`src/vfd_pkg.sv`:
```
/*
  constants, field layout and carrier types of the serial display controller.
  assumes one 50 MHz system clock and a host that drives the serial link pins.
*/
// How it works
// first word with top bits 00 loads its five low bits as RAM address
// next word is written at the held address, address advances together
// any number of display bytes follow one address word within a transfer
// host gives only starting addresses 00H through 1DH
// five-bit counter runs through 1EH and 1FH, then wraps to 00H
// bytes written at 1EH or 1FH have no effect on the display
// display RAM holds thirty eight-bit locations, two per character slot
// slot k uses 2k for segments 0-7, 2k+1 for 8-15; slots 1-14 drive grids
// first word with top bit 1 loads its seven low bits into configuration
// configuration bits 6-4 duty, bit 3 display on, bits 2-0 shift count
// host changes duty or shift count only while display is off
// reset returns configuration to duty 2/16 with display off
// duty codes 0-6 give 2/16 to 14/16 in steps of two, code 7 gives 15/16
// display bit 1 turns display on; 0 blanks every segment and grid output
// shift loop length is the shift field value plus seven digits
// serial bit sampled on clock rise; word taken on chip select rise
// after a command first word the rest of the transfer is ignored
// shifting applies up to the shift count; later positions show own images; code keeps start_slot at 1, so every grid g shows slot g+1
package vfd_pkg;
  localparam int ram_depth = 30;
  localparam int slot_count = 15;
  localparam int grid_count = 14;
  localparam int seg_count = 16;
  localparam int word_bits = 8;
  localparam int addr_bits = 5;
  localparam int sub_slots = 16;
  localparam logic [4:0] addr_last_used = 5'h1D;
  localparam logic [4:0] addr_gap_lo = 5'h1E;
  localparam logic [4:0] addr_gap_hi = 5'h1F;
  localparam int cmd_bit = 7;
  localparam int addr_sel_hi = 6;
  localparam logic [3:0] shift_base = 4'h7;
  localparam logic [3:0] start_slot = 4'h1;
  localparam logic [2:0] duty_code_full = 3'h7;
  localparam logic [4:0] duty_full = 5'h0F;
  localparam logic [2:0] cfg_duty_reset = 3'h0;
  localparam logic cfg_on_reset = 1'b0;
  localparam logic [2:0] cfg_shift_reset = 3'h7;
  localparam int scan_div_default = 50;

  typedef struct packed {
    logic [2:0] duty;
    logic on;
    logic [2:0] shift;
  } display_config_t;

  typedef struct packed {
    logic first;
    logic [7:0] data;
  } link_word_t;

  typedef enum logic [1:0] {
    st_idle = 2'b00,
    st_data = 2'b01,
    st_skip = 2'b10
  } decode_state_t;
endpackage

```
`src/vfd_serial_command_ram.sv`:
```
/*
  serial word decoder, address counter, display RAM, configuration register and
  a simple grid scanner. assumes link pins are asynchronous to clk and slow
  enough (bit clock well under clk/4) to be oversampled.
*/
`timescale 1ns/100ps
`default_nettype none
module vfd_serial_command_ram
  import vfd_pkg::*;
#(
  parameter int scan_div = scan_div_default
)
(
  input wire logic clk,
  input wire logic rstn,
  input wire logic serial_clk_pin,
  input wire logic serial_data_pin,
  input wire logic chip_select_pin_n,
  output logic link_ready,
  output logic [seg_count-1:0] segment_outputs,
  output logic [grid_count-1:0] digit_grid_outputs,
  output display_config_t display_config_register
);
  // the sub-slot divider needs at least one bit of count
  if (scan_div < 2)
  begin
    $error("scan_div must be at least 2");
  end

  ////////////////////////////////////////////////////////////////////////////
  // pin synchronisers
  logic [2:0] sck_r;
  logic [1:0] sdi_r;
  logic [2:0] csn_r;

  always_ff @(posedge clk or negedge rstn)
  begin
    if (!rstn)
    begin
      // idle level of the link clock is high, so no false rise after reset
      sck_r <= 3'h7;
      sdi_r <= 2'h0;
      csn_r <= 3'h7;
    end
    else
    begin
      sck_r <= {sck_r[1:0], serial_clk_pin};
      sdi_r <= {sdi_r[0], serial_data_pin};
      csn_r <= {csn_r[1:0], chip_select_pin_n};
    end
  end

  logic sck_rise;
  logic cs_fall;
  logic cs_rise;
  logic cs_active;
  assign sck_rise = sck_r[1] && !sck_r[2];
  assign cs_fall = !csn_r[1] && csn_r[2];
  assign cs_rise = csn_r[1] && !csn_r[2];
  assign cs_active = !csn_r[1];

  ////////////////////////////////////////////////////////////////////////////
  // word assembly: a full word is held until the next bit or the chip select rise
  logic [7:0] shift_r;
  logic [2:0] bit_cnt_r;
  logic hold_valid_r;
  link_word_t hold_r;
  logic first_pending_r;
  logic push;
  link_word_t push_word;
  logic fifo_full;

  assign push = hold_valid_r && (cs_rise || (cs_active && sck_rise));
  assign push_word = hold_r;

  always_ff @(posedge clk or negedge rstn)
  begin
    if (!rstn)
    begin
      shift_r <= 8'h00;
      bit_cnt_r <= 3'h0;
      hold_valid_r <= 1'b0;
      hold_r <= '0;
      first_pending_r <= 1'b0;
    end
    else if (cs_fall)
    begin
      bit_cnt_r <= 3'h0;
      hold_valid_r <= 1'b0;
      first_pending_r <= 1'b1;
    end
    else if (cs_active && sck_rise)
    begin
      shift_r <= {shift_r[6:0], sdi_r[1]};
      bit_cnt_r <= bit_cnt_r + 3'h1;
      if (bit_cnt_r == 3'h7)
      begin
        hold_valid_r <= 1'b1;
        hold_r <= '{first: first_pending_r, data: {shift_r[6:0], sdi_r[1]}};
        first_pending_r <= 1'b0;
      end
      else if (push)
        hold_valid_r <= 1'b0;
    end
    else if (cs_rise)
    begin
      hold_valid_r <= 1'b0;
      bit_cnt_r <= 3'h0;
    end
  end

  ////////////////////////////////////////////////////////////////////////////
  // two-entry buffer between link and decoder
  link_word_t fifo_mem [2];
  logic wr_ptr_r;
  logic rd_ptr_r;
  logic [1:0] fifo_cnt_r;
  logic fifo_valid;
  logic pop;
  logic drain_ready;
  link_word_t head;

  assign fifo_full = fifo_cnt_r == 2'h2;
  assign fifo_valid = fifo_cnt_r != 2'h0;
  assign head = fifo_mem[rd_ptr_r];
  assign pop = fifo_valid && drain_ready;

  always_ff @(posedge clk or negedge rstn)
  begin
    if (!rstn)
    begin
      wr_ptr_r <= 1'b0;
      rd_ptr_r <= 1'b0;
      fifo_cnt_r <= 2'h0;
      fifo_mem[0] <= '0;
      fifo_mem[1] <= '0;
    end
    else
    begin
      if (push && !fifo_full)
      begin
        fifo_mem[wr_ptr_r] <= push_word;
        wr_ptr_r <= !wr_ptr_r;
      end
      if (pop)
        rd_ptr_r <= !rd_ptr_r;
      if ((push && !fifo_full) && !pop)
        fifo_cnt_r <= fifo_cnt_r + 2'h1;
      else if (!(push && !fifo_full) && pop)
        fifo_cnt_r <= fifo_cnt_r - 2'h1;
    end
  end

  always_ff @(posedge clk or negedge rstn)
  begin
    if (!rstn)
      link_ready <= 1'b1;
    else
      link_ready <= (fifo_cnt_r == 2'h0) || ((fifo_cnt_r == 2'h1) && !push) || pop;
  end

  ////////////////////////////////////////////////////////////////////////////
  // decoder, address counter and display RAM
  decode_state_t state_r;
  logic [addr_bits-1:0] addr_r;
  logic [7:0] ram [ram_depth];
  logic take_data;
  logic ram_we;
  logic scan_read;

  assign drain_ready = !scan_read;
  assign take_data = pop && !head.first && state_r == st_data;
  assign ram_we = take_data && addr_r <= addr_last_used;

  always_ff @(posedge clk or negedge rstn)
  begin
    if (!rstn)
    begin
      state_r <= st_idle;
      addr_r <= 5'h00;
      display_config_register <= '{duty: cfg_duty_reset, on: cfg_on_reset,
                                   shift: cfg_shift_reset};
    end
    else if (pop)
    begin
      if (head.first)
      begin
        if (head.data[cmd_bit])
        begin
          display_config_register <= display_config_t'(head.data[6:0]);
          state_r <= st_skip;
        end
        else if (!head.data[addr_sel_hi])
        begin
          addr_r <= head.data[4:0];
          state_r <= st_data;
        end
        else
          state_r <= st_skip;
      end
      else if (state_r == st_data)
        addr_r <= addr_r + 5'h01;
    end
  end

  always_ff @(posedge clk)
  begin
    if (ram_we)
      ram[addr_r] <= head.data;
  end

  ////////////////////////////////////////////////////////////////////////////
  // scanner: sub-slot divider, grid counter, duty window, slot mapping
  logic [$clog2(scan_div)-1:0] div_r;
  logic sub_tick;
  logic [3:0] sub_r;
  logic [3:0] grid_r;
  logic [3:0] grid_nxt;
  logic [15:0] seg_cur_r;
  logic [4:0] duty_len;
  logic [3:0] loop_len;
  logic [3:0] slot_sel;

  function automatic logic [4:0] duty_sixteenths(input logic [2:0] code);
    if (code == duty_code_full)
      duty_sixteenths = duty_full;
    else
      duty_sixteenths = {1'b0, code, 1'b0} + 5'h02;
  endfunction

  function automatic logic [3:0] slot_for_grid(input logic [3:0] grid,
                                               input logic [3:0] len);
    logic [4:0] sum;
    sum = {1'b0, start_slot} + {1'b0, grid};
    if (grid >= len)
      slot_for_grid = grid + 4'h1;
    else if (sum > {1'b0, len})
      slot_for_grid = sum[3:0] - len - 4'h1;
    else
      slot_for_grid = sum[3:0];
  endfunction

  assign sub_tick = div_r == ($clog2(scan_div))'(scan_div - 1);
  assign duty_len = duty_sixteenths(display_config_register.duty);
  assign loop_len = {1'b0, display_config_register.shift} + shift_base;
  // segment data is fetched for the grid that is about to be lit
  assign grid_nxt = (grid_r == 4'(grid_count - 1)) ? 4'h0 : grid_r + 4'h1;
  assign slot_sel = slot_for_grid(grid_nxt, loop_len);
  assign scan_read = sub_tick && sub_r == 4'hF;

  always_ff @(posedge clk or negedge rstn)
  begin
    if (!rstn)
    begin
      div_r <= '0;
      sub_r <= 4'h0;
      grid_r <= 4'h0;
      seg_cur_r <= 16'h0000;
    end
    else
    begin
      div_r <= sub_tick ? '0 : div_r + 1'b1;
      if (sub_tick)
        sub_r <= sub_r + 4'h1;
      if (scan_read)
      begin
        grid_r <= grid_nxt;
        seg_cur_r <= {ram[{slot_sel, 1'b1}], ram[{slot_sel, 1'b0}]};
      end
    end
  end

  always_ff @(posedge clk or negedge rstn)
  begin
    if (!rstn)
    begin
      segment_outputs <= '0;
      digit_grid_outputs <= '0;
    end
    else if (!display_config_register.on)
    begin
      segment_outputs <= '0;
      digit_grid_outputs <= '0;
    end
    else
    begin
      segment_outputs <= seg_cur_r;
      digit_grid_outputs <= ({1'b0, sub_r} < duty_len) ? 14'(1) << grid_r : '0;
    end
  end
endmodule
`default_nettype wire

```
`config.mk`:
```
export PLATFORM = sky130hd
export DESIGN_NAME = vfd_serial_command_ram
export DESIGN_NICKNAME = d
export VERILOG_FILES = /design/src/vfd_pkg.sv /design/src/vfd_serial_command_ram.sv
export SDC_FILE = /design/constraint.sdc
export NUM_CORES = 1
export LEC_CHECK = 0
export BUFFER_PORTS_ARGS = -buffer_cell sky130_fd_sc_hd__buf_2
export CAP_MARGIN = 20
export CORE_UTILIZATION = 42
export DETAILED_ROUTE_END_ITERATION = 8
export PLACE_DENSITY_LB_ADDON = 0.12
export SYNTH_ARGS = -nofsm -noshare
export SYNTH_HDL_FRONTEND = slang
export SYNTH_SLANG_ARGS = --single-unit
export TNS_END_PERCENT = 5
```
`constraint.sdc`:
```
create_clock -name clk -period 7.4 [get_ports clk]
set_input_delay 0.74 -clock clk [delete_from_list [all_inputs] [get_ports clk]]
set_output_delay 0.74 -clock clk [all_outputs]
set_load 0.02 [all_outputs]
```
## Word-level counts from Yosys, hierarchy flattened

Memory sizes are Yosys's and may differ from the RTL's. A register that Yosys moved wholly into a read port is not among the register bits.
Index checks and enable logic that the tools add are counted.

| operators by class | value |
|---|---|
| order comparisons | 7 |
| div/mod/pow operators | 0 |
| mux-type cells | 35 |
| multipliers | 0 |
| $add $sub $neg | 13 |
| shift operators | 1 |
| bitwise operators | 3 |
| equal/unequal tests | 11 |
| reduce and logical (&&, ||, !) cells | 45 |

Operators by type and width:

| kind | count |
|---|---|
| $mux W9 | 4 |
| $mux W14 | 2 |
| $mux W5 | 5 |
| $bwmux W18 | 1 |
| $mux W16 | 1 |
| $logic_and A1 B1 Y1 | 15 |
| $shl A1 B4 Y14 const A | 1 |
| $logic_not A1 Y1 | 13 |
| $add A4 B1 Y4 const B | 3 |
| $mux W4 | 3 |
| $mux W1 | 10 |
| $reduce_bool A2 Y1 | 5 |
| $demux W9 S1 | 1 |
| $mux W3 | 3 |
| $eq A4 B4 Y1 const B | 2 |
| $mux W2 | 4 |
| $reduce_and A2 Y1 | 4 |
| $add A6 B1 Y6 const B | 1 |
| $eq A3 B3 Y1 const B | 2 |
| $eq A6 B6 Y1 const B | 1 |
| $mux W6 | 1 |
| $reduce_and A3 Y1 | 2 |
| $add A1 B4 Y5 const A | 1 |
| $add A4 B2 Y5 const B | 1 |
| 23 further kinds | 29 |

| storage, ports and cells | value |
|---|---|
| bits in registers | 110 |
| output and inout port bits | 38 |
| memories | 1 |
| input bits | 5 |
| bits in latches | 0 |
| RAM bits | 240 |
| ROM bits | 0 |
| logic and storage cells | 143 |

Memory list:

| memory | words | width | read ports | clocked after Yosys merged registers in | wr ports | RTL line | source |
|---|---|---|---|---|---|---|---|
| ram | 30 | 8 | 2 | 2 | 1 | vfd_serial_command_ram.sv:166 | `logic [7:0] ram [ram_depth];` |

## Longest topological paths before layout

| logic depth | value |
|---|---|
| depth after elaboration | 10 |
| mapped depth | 20 |
| mapped depth without buffers | 15 |

## Worst setup path after synthesis

No wires, ideal clock.

| path | value |
|---|---|
| kind | reg2reg |
| start point | register grid_r[0] |
| end point | register seg_cur_r[4] (read register of ram) |
| period minus slack after synthesis | 3,857 ps |
| slack | 3,543 ps |
| buffers on the path | 3 |
| setup time | 78 ps |
| required time | 7,322 ps |
| cell stages (with the launch flop) | 17 |
| arrival time | 3,779 ps |
| cell sequence | dfrtp_1 clkbuf_2 clkbuf_1 and2_1 ha_1 nor2_1 xnor2_1 ha_1 nand4b_1 a21oi_1 o21ai_1 a31o_2 nand2_1 buf_1 mux2_2 a22o_1 a21oi_1 |

| between the ends | value |
|---|---|
| word-level cells in the longest chain between the ends | 7 |
| elaborated cells on any way between the ends | 11 |
| those cells by class | add/sub: 5; order compare: 2; eq/ne: 1; mux: 3 |

Ends and longest elaborated chain:

| item | RTL line | source |
|---|---|---|
| start: declaration | vfd_serial_command_ram.sv:217 | `logic [3:0] grid_r;` |
| start signal: assignment | vfd_serial_command_ram.sv:267 | `grid_r <= grid_nxt;` |
| $add A4 B1 Y4 or $eq A4 B4 Y1 (tied branches) | vfd_serial_command_ram.sv:247 | `assign grid_nxt = (grid_r == 4'(grid_count - 1)) ? 4'h0 : grid_r + 4'h1;` |
| $mux W4 * | vfd_serial_command_ram.sv:247 |  |
| net grid_nxt[2] | vfd_serial_command_ram.sv:218 | `logic [3:0] grid_nxt;` |
| $add A1 B4 Y5 | vfd_serial_command_ram.sv:234 | `sum = {1'b0, start_slot} + {1'b0, grid};` |
| $sub A4 B4 Y4 | vfd_serial_command_ram.sv:238 | `slot_for_grid = sum[3:0] - len - 4'h1;` |
| $sub A4 B1 Y4 | vfd_serial_command_ram.sv:238 |  |
| $mux W4 | vfd_serial_command_ram.sv:237 | `else if (sum > {1'b0, len})` |
| $mux W4 * | vfd_serial_command_ram.sv:235 | `if (grid >= len)` |
| end: declaration | vfd_serial_command_ram.sv:219 | `logic [15:0] seg_cur_r;` |

Mark *: on every way through the listed nets, which the timed path passes. The rest lies on a longest branch.
A chain may end at the register's enable or synchronous reset.

## Final worst setup path

| path | value |
|---|---|
| start point | register grid_r[2] |
| end point | register seg_cur_r[3] (read register of ram) |

Same word-level chain as after synthesis.

==> results by group <==
Detailed routing
  – Number of vias per cell: approximately 5.4
  – Starting DRT DRC Count: 501
  – First-pass DRT Iterations: 6
  – Final wirelength: approximately 32 mm
  – Routed Antenna Nets: 0
  – Routed len/inst: 21.1 um
  – Via count: 8205
  – DRC Markers: 0

Worst setup path
  – FF-to-FF End: seg_cur_r[3]
  – Crit Path Category: reg -> reg
  – Worst R2R Start: grid_r[2]
  – Cells on worst reg2reg path: 15
  – Slowest cell on crit path: dfrtp_1
  – CP Launch Type: flop
  – Worst path bufs/invs: 2
  – CP required: between 7000 and 8000 ps
  – Critical path peak fanout: 43
  – Critical-path cell list: inv_1, ha_1, nor2_1, xnor2_1, ha_1, nand4b_1, a21oi_1, o21ai_1, a31o_2, nand2_4, buf_4, mux2i_1, a211oi_1, o32ai_1, a21oi_1
  – Worst reg-to-reg setup slack: roughly 2300 ps
  – Crit path capture type: flop
  – Worst path max stage delay: roughly 590 ps
  – Worst setup path start: grid_r[2]
  – Critical path arrival: between 5000 and 6000 ps
  – Largest delay contributor family on the critical path: compound AO/OA/AOI/OAI gates

Placed design
  – Port-buffer cells: 42
  – Post-DP HPWL: 19.7 mm
  – GPL Wtd Cong: 0.765

Logic synthesis
  – Number of synthesized flops with an enable pin: 240
  – Cells after Synth: about 1000
  – Yosys warning total: 0
  – Cell area after synthesis: 0.0150 mm2
  – Most used DFF post-synth: edfxtp_1
  – Post-Synth XOR/XNOR Area: 0.00932
  – Synth unique cells: 55
  – Synthesized area per cell: about 15 um2
  – Async S/R FF share, synth: 0.344
  – Synth Area in Compound Gates: 0.0785
  – Main combinational cell family by area after synthesis: multiplexers
  – Post-synthesis mux area share: 0.115
  – Synth Area in Simple Gates: 0.0579
  – Syn nets: 1034
  – Post-Synth Adder-Cell Area: 0.0263
  – FF+latch count, synth: between 300 and 400
  – Seq/Total Area, Yosys: 0.690

Cells and area
  – Fraction of layout cells with a size suffix above 1: 0.178
  – Ant diodes: 0
  – Area Growth Syn to Fin: 12.4%
  – Layout Nets: roughly 1.1k

Floorplan
  – I/O pin count: 43
  – Chip Width: 191 um
  – Rows: roughly 70
  – Die ar.: around 0.037 mm2
  – Chip height: 191 um
  – Starting Density: 0.431
  – Core region area: approximately 0.035 mm2

Clock network
  – Clk buf depth: 3
  – Skew-Pair Late Insertion Delay: 520 ps
  – # hold bufs at CTS: 0
  – Num Clock Sinks: ~370
  – CTS tree: yes
  – Cts bufs inserted: 40
  – Gates resized, CTS repair: 0
  – Clk slew on worst S/H paths: about 60 ps
  – Root buffer cell: clkbuf_16
  – Setup bufs post-CTS: 0
  – H-tree Lvls: 2

Power
  – Power Dens Cells: roughly 240 mW/mm2
  – P_leak: around 7.0 nW
  – Worst IR drop on VDD: between 0.15 and 0.2 mV

STA
  – Fin. Hold Viols: 0
  – RSZ-0062 raised after global routing: no
  – Setup Skew: between 10 and 15 ps
  – Max Fclk: just under 200 MHz
  – Slew HR: 0.350
  – Final Max Slew Viols: 0
  – Crit share post-route: 0.686
  – Slew @ Worst Pin: around 970 ps
  – Fin Setup TNS: 0 ps
  – Period minus WS final: just over 5000 ps
  – Final setup vio count: 0
  – Hold_ws: around 200 ps

Hold path
  – Worst Hold Class: in -> async

Global route
  – Vias in the first global route: around 8.3k
  – Pin count of the biggest net entering global routing: 71
  – Initial antenna violation count: 0
  – All-layer global routing usage: 0.183
  – GRT overflow: 0
  – First-pass GRT wire length: ~50 mm

Flow run
  – Max-cap viol count: 0

Run status
  – Status: finished, final reports clean
per-stage QoR:
stage | cells | area (um2) | worst slack [ps] | power [W] | util
3_5_place_dp | 1457 | 15700 | 2380 | 0.00235 | 0.449
2_1_floorplan | 998 | 15000 | 3540 | 0.00232 | -
6_report | 1531 | 16900 | 2320 | 0.00414 | 0.484
4_1_cts | 1530 | 16900 | 2340 | 0.00420 | 0.484
5_1_grt | 1531 | 16900 | 1980 | 0.00429 | 0.484
3_3_place_gp | 1457 | 15700 | 2420 | 0.00235 | 0.449
Yosys cell counts (2+ instances only):
cell type | count | area share
o211ai_1 | 2 | 0.0010
buf_4 | 4 | 0.0020
dfrtp_1 | 116 | 0.19
a21oi_1 | 37 | 0.012
buf_1 | 3 | 0.00075
a22o_1 | 17 | 0.0099
dfstp_2 | 10 | 0.017
o21ai_0 | 16 | 0.0053
o2bb2ai_1 | 2 | 0.0012
buf_2 | 14 | 0.0047
and3_1 | 3 | 0.0012
nor2_1 | 70 | 0.017
ha_1 | 30 | 0.025
nand3b_1 | 4 | 0.0020
mux2i_1 | 99 | 0.066
o21a_1 | 3 | 0.0015
nor3b_1 | 2 | 0.0010
xor2_1 | 7 | 0.0041
xnor2_1 | 9 | 0.0052
buf_12 | 2 | 0.0027
nor2b_1 | 4 | 0.0017
nand2_1 | 35 | 0.0087
mux2_2 | 64 | 0.048
nand3_1 | 9 | 0.0030
and4_1 | 2 | 0.0012
a211oi_1 | 18 | 0.0090
a21o_1 | 2 | 0.0010
or3_1 | 2 | 0.00083
a31oi_1 | 16 | 0.0067
o22ai_1 | 20 | 0.0083
inv_1 | 20 | 0.0050
o32ai_1 | 16 | 0.0093
nand2b_1 | 8 | 0.0033
and2_1 | 19 | 0.0079
edfxtp_1 | 240 | 0.48
clkbuf_1 | 24 | 0.0060
nor4_1 | 4 | 0.0017
a2bb2oi_1 | 15 | 0.0087
nor3_1 | 14 | 0.0047
power breakdown:
| part | internal (W) | switching [W] | leakage, nW |
|---|---|---|---|
| clock network | 0.00105 | 0.000779 | 0.579 |
| logic | 0.0000423 | 0.0000489 | 2.13 |
| registers | 0.00219 | 0.0000282 | 4.34 |
registers in the layout (all words and copies together) (netlist names), 2 cells and up:
signal                   flops
state_r                      2
bit_cnt_r                    3
seg_cur_r                   16
fifo_cnt_r                   2
fifo_mem                    18
grid_r                       4
sdi_r                        2
csn_r                        3
digit_grid_outputs          14
ram                        240
hold_r                       9
div_r                        6
segment_outputs             16
sub_r                        4
display_config_register      7
sck_r                        3
shift_r                      7
addr_r                       5
cell usage in the layout (no fill, tap or decap), types with 19 or more instances in the layout:
master	Yosys	layout
nor2_1	70	70
ha_1	30	30
nand2_1	35	34
buf_2	14	41
mux2i_1	99	98
inv_1	20	20
o22ai_1	20	20
clkbuf_16	0	40
dfrtp_1	116	116
a21oi_1	37	37
mux2_2	64	64
edfxtp_1	240	240
and2_1	19	19
layout make-up:
type                            count  area [um2]
Fill cell                        3014       18000
Sequential cell                   366       10400
Multi-Input combinational cell    563        4340
Clock buffer                       54        1060
Tap cell                          455         569
Timing Repair Buffer               54         339
Clock inverter                     19         140
Inverter                           20        75.1
logic make-up (layout without fill, tap and decap cells):
family          after synthesis  count (layout)
fa+ha+maj                    31              31
compound gates              171             171
xor+xnor                     16              16
simple gates                181             181
mux                         164             164
flops                       366             366
buf+inv                      69             147
metal layers:
layer  part of all wire  vias up  GRT usage
li1                   -     3871          -
met1               0.48     4132      0.264
met2               0.47      159      0.291
met3              0.041       43     0.0274
met4              0.019        0     0.0443
met5                  0        -          0
worst max path at each step:
stage	slack (ps)	cells past startpoint	endpoint
final	2320	15	seg_cur_r[3]
after CTS	2340	15	seg_cur_r[3]
after detailed placement	2380	14	seg_cur_r[3]
after global placement	2420	15	seg_cur_r[5]
after global routing	1980	15	seg_cur_r[3]
after floorplan	3540	16	seg_cur_r[4]
(Power assumes the default switching activity.)
